--- config.mk ---
export PLATFORM = sky130hd
export DESIGN_NAME = goc_offset_ctrl
export DESIGN_NICKNAME = d
export VERILOG_FILES = /design/src/goc_pkg.sv /design/src/goc_offset_ctrl.sv
export SDC_FILE = /design/constraint.sdc
export NUM_CORES = 1
export LEC_CHECK = 0
export ABC_CLOCK_PERIOD_IN_PS = 2700
export BUFFER_PORTS_ARGS = -buffer_cell sky130_fd_sc_hd__buf_2
export CAP_MARGIN = 40
export CORE_MARGIN = 2
export CORE_UTILIZATION = 50
export CTS_BUF_LIST = sky130_fd_sc_hd__clkbuf_8
export DETAILED_ROUTE_END_ITERATION = 12
export GPL_TIMING_DRIVEN = 0
export PLACE_DENSITY = 0.85
export SYNTH_ARGS = -nofsm -noshare
export SYNTH_HDL_FRONTEND = slang
export SYNTH_SLANG_ARGS = --single-unit
--- constraint.sdc ---
create_clock -name mclk -period 2.7 [get_ports mclk]
set_input_delay 0.405 -clock mclk [delete_from_list [all_inputs] [get_ports mclk]]
set_output_delay 0.405 -clock mclk [all_outputs]
set_load 0.01 [all_outputs]
--- src/goc_pkg.sv ---
// Purpose: Shared constants and carriers for the group offset code control
// Assumes: Two channel groups, 16-bit offset codes
// Notes: Default codes are nominal; trimmed values arrive as parameters
package goc_pkg;
  localparam int GOC_CODE_W = 16;
  localparam int GOC_GROUPS = 2;
  // Nominal straight-binary defaults, symmetric bipolar
  localparam logic [15:0] GOC_DEF_G6 = 16'h999A;
  localparam logic [15:0] GOC_DEF_G4 = 16'hAAAB;
  // Twos complement view flips the top bit
  localparam logic [15:0] GOC_FMT_FLIP = 16'h8000;
  localparam logic [15:0] GOC_CODE_RST = 16'h0000;
  localparam logic [15:0] GOC_FMT_KEEP = 16'h0000;
  // Reload runs for two sync edges plus one load edge
  localparam logic [1:0] GOC_WARM_RST = 2'h0;
  localparam logic [1:0] GOC_WARM_DONE = 2'h3;
  localparam logic [1:0] GOC_SYNC_RST = 2'h0;
  localparam logic GOC_GAIN_RST = 1'h1;
  localparam logic GOC_CONV_RST = 1'h0;

  typedef struct packed {
    logic valid;
    logic group;
    logic [15:0] code;
  } goc_write_t;

  typedef struct packed {
    logic [15:0] code;
    logic powered;
  } goc_group_out_t;
endpackage

--- src/goc_offset_ctrl.sv ---
// Purpose: Holds and reloads the offset code of each channel group
// Assumes: Writes arrive decoded from the serial port on mclk
// Notes: Pins from outside pass two flip-flops before use
`timescale 1ns/100ps
module goc_offset_ctrl
  import goc_pkg::*;
#(
  parameter logic [15:0] TRIM_G6_A = GOC_DEF_G6,
  parameter logic [15:0] TRIM_G4_A = GOC_DEF_G4,
  parameter logic [15:0] TRIM_G6_B = GOC_DEF_G6,
  parameter logic [15:0] TRIM_G4_B = GOC_DEF_G4
)
(
  input wire logic mclk,
  input wire logic rst_b,
  input wire goc_write_t wr,
  input wire logic gain_six,
  input wire logic data_format_select_pin,
  input wire logic single_supply_pin,
  output goc_group_out_t grp_a,
  output goc_group_out_t grp_b,
  output logic [15:0] code_binary_a,
  output logic [15:0] code_binary_b
);
  logic [1:0] fmt_sync;
  logic [1:0] next_fmt_sync;
  logic [1:0] sup_sync;
  logic [1:0] next_sup_sync;
  logic fmt_twos;
  logic single_sup;
  logic [15:0] fmt_mask;
  logic [1:0] warm;
  logic [1:0] next_warm;
  logic ready;
  logic gain_q;
  logic next_gain_q;
  logic gain_moved;
  logic reload;
  logic conv_on;
  logic next_conv_on;
  logic [15:0] code [GOC_GROUPS];
  logic [15:0] next_code [GOC_GROUPS];
  logic [15:0] bin [GOC_GROUPS];
  logic [15:0] next_bin [GOC_GROUPS];
  logic [15:0] dflt [GOC_GROUPS];
  logic [15:0] trim6 [GOC_GROUPS];
  logic [15:0] trim4 [GOC_GROUPS];

  // Trims are per part, so each group keeps its own
  assign trim6[0] = TRIM_G6_A;
  assign trim6[1] = TRIM_G6_B;
  assign trim4[0] = TRIM_G4_A;
  assign trim4[1] = TRIM_G4_B;

  // Pins are asynchronous to mclk
  always_comb
  begin
    next_fmt_sync = {fmt_sync[0], data_format_select_pin};
    next_sup_sync = {sup_sync[0], single_supply_pin};
  end

  always_ff @(posedge mclk or negedge rst_b)
  begin
    if (!rst_b)
    begin
      fmt_sync <= GOC_SYNC_RST;
      sup_sync <= GOC_SYNC_RST;
    end
    else
    begin
      fmt_sync <= next_fmt_sync;
      sup_sync <= next_sup_sync;
    end
  end

  // Only the second stage feeds any logic
  assign fmt_twos = fmt_sync[1];
  assign single_sup = sup_sync[1];

  // format mask for defaults and view
  always_comb
  begin
    if (fmt_twos)
    begin
      fmt_mask = GOC_FMT_FLIP;
    end
    else
    begin
      fmt_mask = GOC_FMT_KEEP;
    end
  end

  // keep reloading until both syncs settle
  always_comb
  begin
    next_gain_q = gain_six;
    if (warm != GOC_WARM_DONE)
    begin
      next_warm = warm + 2'h1;
    end
    else
    begin
      next_warm = warm;
    end
  end

  always_ff @(posedge mclk or negedge rst_b)
  begin
    if (!rst_b)
    begin
      warm <= GOC_WARM_RST;
      gain_q <= GOC_GAIN_RST;
    end
    else
    begin
      warm <= next_warm;
      gain_q <= next_gain_q;
    end
  end

  // gain change detect
  // A write that meets a gain change is dropped
  assign ready = (warm == GOC_WARM_DONE);
  assign gain_moved = (gain_q != gain_six);
  assign reload = !ready || gain_moved;

  genvar g;
  generate
    for (g = 0; g < GOC_GROUPS; g++)
    begin : grp
      always_comb
      begin
        if (gain_six)
        begin
          dflt[g] = trim6[g] ^ fmt_mask;
        end
        else
        begin
          dflt[g] = trim4[g] ^ fmt_mask;
        end
      end

      always_comb
      begin
        next_code[g] = code[g];
        if (reload)
        begin
          next_code[g] = dflt[g];
        end
        else if (wr.valid && (wr.group == 1'(g)))
        begin
          next_code[g] = wr.code;
        end
      end

      always_ff @(posedge mclk or negedge rst_b)
      begin
        if (!rst_b)
        begin
          code[g] <= GOC_CODE_RST;
        end
        else
        begin
          code[g] <= next_code[g];
        end
      end

      always_comb
      begin
        next_bin[g] = next_code[g] ^ fmt_mask;
      end

      always_ff @(posedge mclk or negedge rst_b)
      begin
        if (!rst_b)
        begin
          bin[g] <= GOC_CODE_RST;
        end
        else
        begin
          bin[g] <= next_bin[g];
        end
      end
    end
  endgenerate

  // power down on single supply
  // Power-up held off until warm-up ends and the supply sync is valid
  always_comb
  begin
    next_conv_on = ready && !single_sup;
  end

  always_ff @(posedge mclk or negedge rst_b)
  begin
    if (!rst_b)
    begin
      conv_on <= GOC_CONV_RST;
    end
    else
    begin
      conv_on <= next_conv_on;
    end
  end

  assign grp_a = '{code: code[0], powered: conv_on};
  assign grp_b = '{code: code[1], powered: conv_on};
  assign code_binary_a = bin[0];
  assign code_binary_b = bin[1];
endmodule

==> impl_metrics.py <==
metrics = {
    "clock_network": {
        "clock_path_buffers": 2,
        "clock-root-buffer": "clkbuf_8",
        "post_cts_resized": 0,
        "cts.clk_slew.worst_paths_ps": 80,
        "postCtsHoldBufs": 0,
        "cts_setup_buffers": 0,
        "cts_htree_levels": 2,
        "clkSinkCount": 42,
        "clkLatencyLatePin_ps": 290,
        "cts_made_buffers": 5,
        "cts_tree": "built",
    },
    "sta": {
        "hold_viol_final": 0,
        "setup_tns_ps": 0,
        "min_period_ps": 1590,
        "rsz0062_at_grt": "no",
        "tightest_slew_ps": 655,
        "timing.fmax_mhz": 631,
        "skew_ps": 5.73,
        "maxSlewViolCount": 0,
        "slew_headroom": 0.563,
        "worst_slack_ps": 1110,
        "finalSetupViolCount": 0,
        "period_share": 0.587,
    },
    "setup_path": {
        "cp_max_fo": 9,
        "cpPeakStageDelay_ps": 560,
        "startpoint_type": "flop",
        "path_buf_inv": 1,
        "cp_cell_sequence": "ha_1 > clkbuf_1 > a21boi_1 > a31oi_1",
        "r2r_cells": 4,
        "cp.required_ps": 2840,
        "critPathTopFamily": "compound AO/OA/AOI/OAI gates",
        "worst-path-stages": 4,
        "crit_arrival_ps": 1730,
        "slowest_stage": "a21boi_1",
        "crit_path_end_kind": "flop",
        "worstSetupPathType": "flop to flop",
    },
    "floorplan": {
        "die_w_um": 66.0,
        "die_h_um": 66.0,
        "dieArea_um2": 4350,
        "ioPinCount": 89,
        "coreArea_um2": 3690,
        "start_util": 0.520,
        "fp-row-count": 22,
    },
    "route": {
        "first_pass_iters": 4,
        "via_per_inst": 4.82,
        "drt-wirelength-per-cell_um": 12.3,
        "final_antenna_net_count": 0,
        "drt_iter0_drc": 109,
        "drcViolationCount": 0,
        "vias": 1639,
        "routed_wl_mm": 4.19,
    },
    "global_route": {
        "grt_pass1_wl_mm": 6.69,
        "grt_start_max_net_pins": 28,
        "grt_use_total": 0.206,
        "antenna_found_initial": 0,
        "grt_pass1_vias": 1454,
        "grt_remaining_overflow": 0,
    },
    "synthesis": {
        "ys_warn_count": 0,
        "ys_types": 20,
        "ys_seq_area_frac": 0.548,
        "syn_nets": 219,
        "syn-instance-count": 195,
        "synth_seq_cells": 42,
        "avgSynthCellArea_um2": 9.84,
        "synth_area_um2": 1920,
    },
    "placement": {
        "dp_hpwl_mm": 3.20,
        "placed_area_um2": 2440,
        "finalWeightedCongestion": 0.754,
        "place.port_buffers": 88,
        "dp_slack_ps": 1140,
    },
    "power_and_ir_drop": {
        "vdd_drop_max_v": 0.000382,
        "p_leak_uw": 0.00133,
        "finalPower_uw": 1510,
        "powerDensity_nw_per_um2": 596,
    },
    "run": {
        "max_cap_viol_count": 0,
    },
    "final_layout": {
        "postLayoutCoreUtil": 0.686,
        "areaGrowthSynthToFinish_pct": 31.8,
        "fin_area_um2": 2530,
        "final_nets": 315,
        "antenna_cells": 0,
        "drive_gt1_frac": 0.469,
    },
    "hold_path": {
        "hp-class": "input port to async pin",
    },
    "run_status": {
        "status": "completed",
    },
}
-- synthesized netlist by cell type (all sizes together) --
master | n | share of area
nand3 | 8 | 0.021
dfrtp | 41 | 0.53
a21boi | 1 | 0.0039
and3 | 1 | 0.0033
and3b | 1 | 0.0046
clkbuf | 2 | 0.0039
mux2i | 6 | 0.031
a31oi | 14 | 0.046
dfstp | 1 | 0.014
nand2b | 1 | 0.0033
ha | 1 | 0.0065
nand2 | 62 | 0.12
xnor2 | 2 | 0.0091
buf | 40 | 0.16
a21oi | 9 | 0.023
nor2b | 2 | 0.0065
mux2 | 1 | 0.0059
and2 | 2 | 0.0065
-- metal layers --
metal / share of wire / track usage / vias up
met1: 0.39 / 0.243 / 777
met2: 0.53 / 0.374 / 60
met5: 0 / 0 / -
met3: 0.070 / 0.0460 / 7
li1: - / - / 795
met4: 0.013 / 0.0612 / 0
-- worst paths after layout --
| path | endpoint | slack, ps | start |
|---|---|---|---|
| setup / recovery | code_binary_a[5] | 1110 | warm[0] |
| hold / removal | sup_sync[0] | 20 | rst_b |
| setup reg to reg | code_binary_a[5] | 1110 | warm[0] |
| hold reg to reg | fmt_sync[1] | 350 | fmt_sync[0] |
| max in group asynchronous | gain_q | 2130 | rst_b |
| min in group mclk | fmt_sync[0] | 210 | data_format_select_pin |
-- registers in the layout (all words and copies together) (netlist names) --
name / count
grp_b: 5
fmt_sync: 2
gain_q: 1
conv_on: 1
grp_a: 1
code_binary_a: 16
sup_sync: 2
warm: 2
code_binary_b: 12
-- placed cells by master (no fill, tap or decap), types with 2 or more instances in the layout --
cell type	instances
buf_2	93
nand2_1	62
dfrtp_1	41
buf_4	32
a31oi_1	14
a21oi_1	9
nand3_1	8
mux2i_1	6
clkbuf_8	6
buf_6	3
nor2b_1	2
clkbuf_1	2
xnor2_1	2
and2_1	2
inv_1	2
-- power by group --
| group | leakage (uW) | switching (uW) | internal, uW |
|---|---|---|---|
| Sequential | 0.000476 | 41.2 | 688 |
| Combinational | 0.000801 | 187 | 188 |
| Clock | 0.0000538 | 203 | 201 |
-- layout make-up --
| cell class | instances | area, um^2 |
|---|---|---|
| Timing Repair Buffer | 89 | 460 |
| Tap cell | 48 | 60.1 |
| Buffer | 42 | 307 |
| Clock inverter | 2 | 7.51 |
| Clock buffer | 6 | 82.6 |
| Sequential cell | 42 | 1050 |
| Fill cell | 301 | 1160 |
| Multi-Input combinational cell | 111 | 561 |
-- through the flow --
stage / hold WS, ps / cells
after detailed placement: 335 / 332
after CTS: 34.0 / 340
final: 24.1 / 340
after global routing: 47.5 / 340
after floorplan: 109 / 195
after global placement: 332 / 331
-- cell families (layout without fill, tap and decap cells) --
kind of cell / count (synthesis) / after routing / synth area share
compound gates: 24 / 24 / 0.0730
xor+xnor: 2 / 2 / 0.00913
fa+ha+maj: 1 / 1 / 0.00652
buf+inv: 42 / 139 / 0.160
flops: 42 / 42 / 0.548
mux: 7 / 7 / 0.0372
simple gates: 77 / 77 / 0.166
Note: power is estimated with default switching activity, not from simulation.
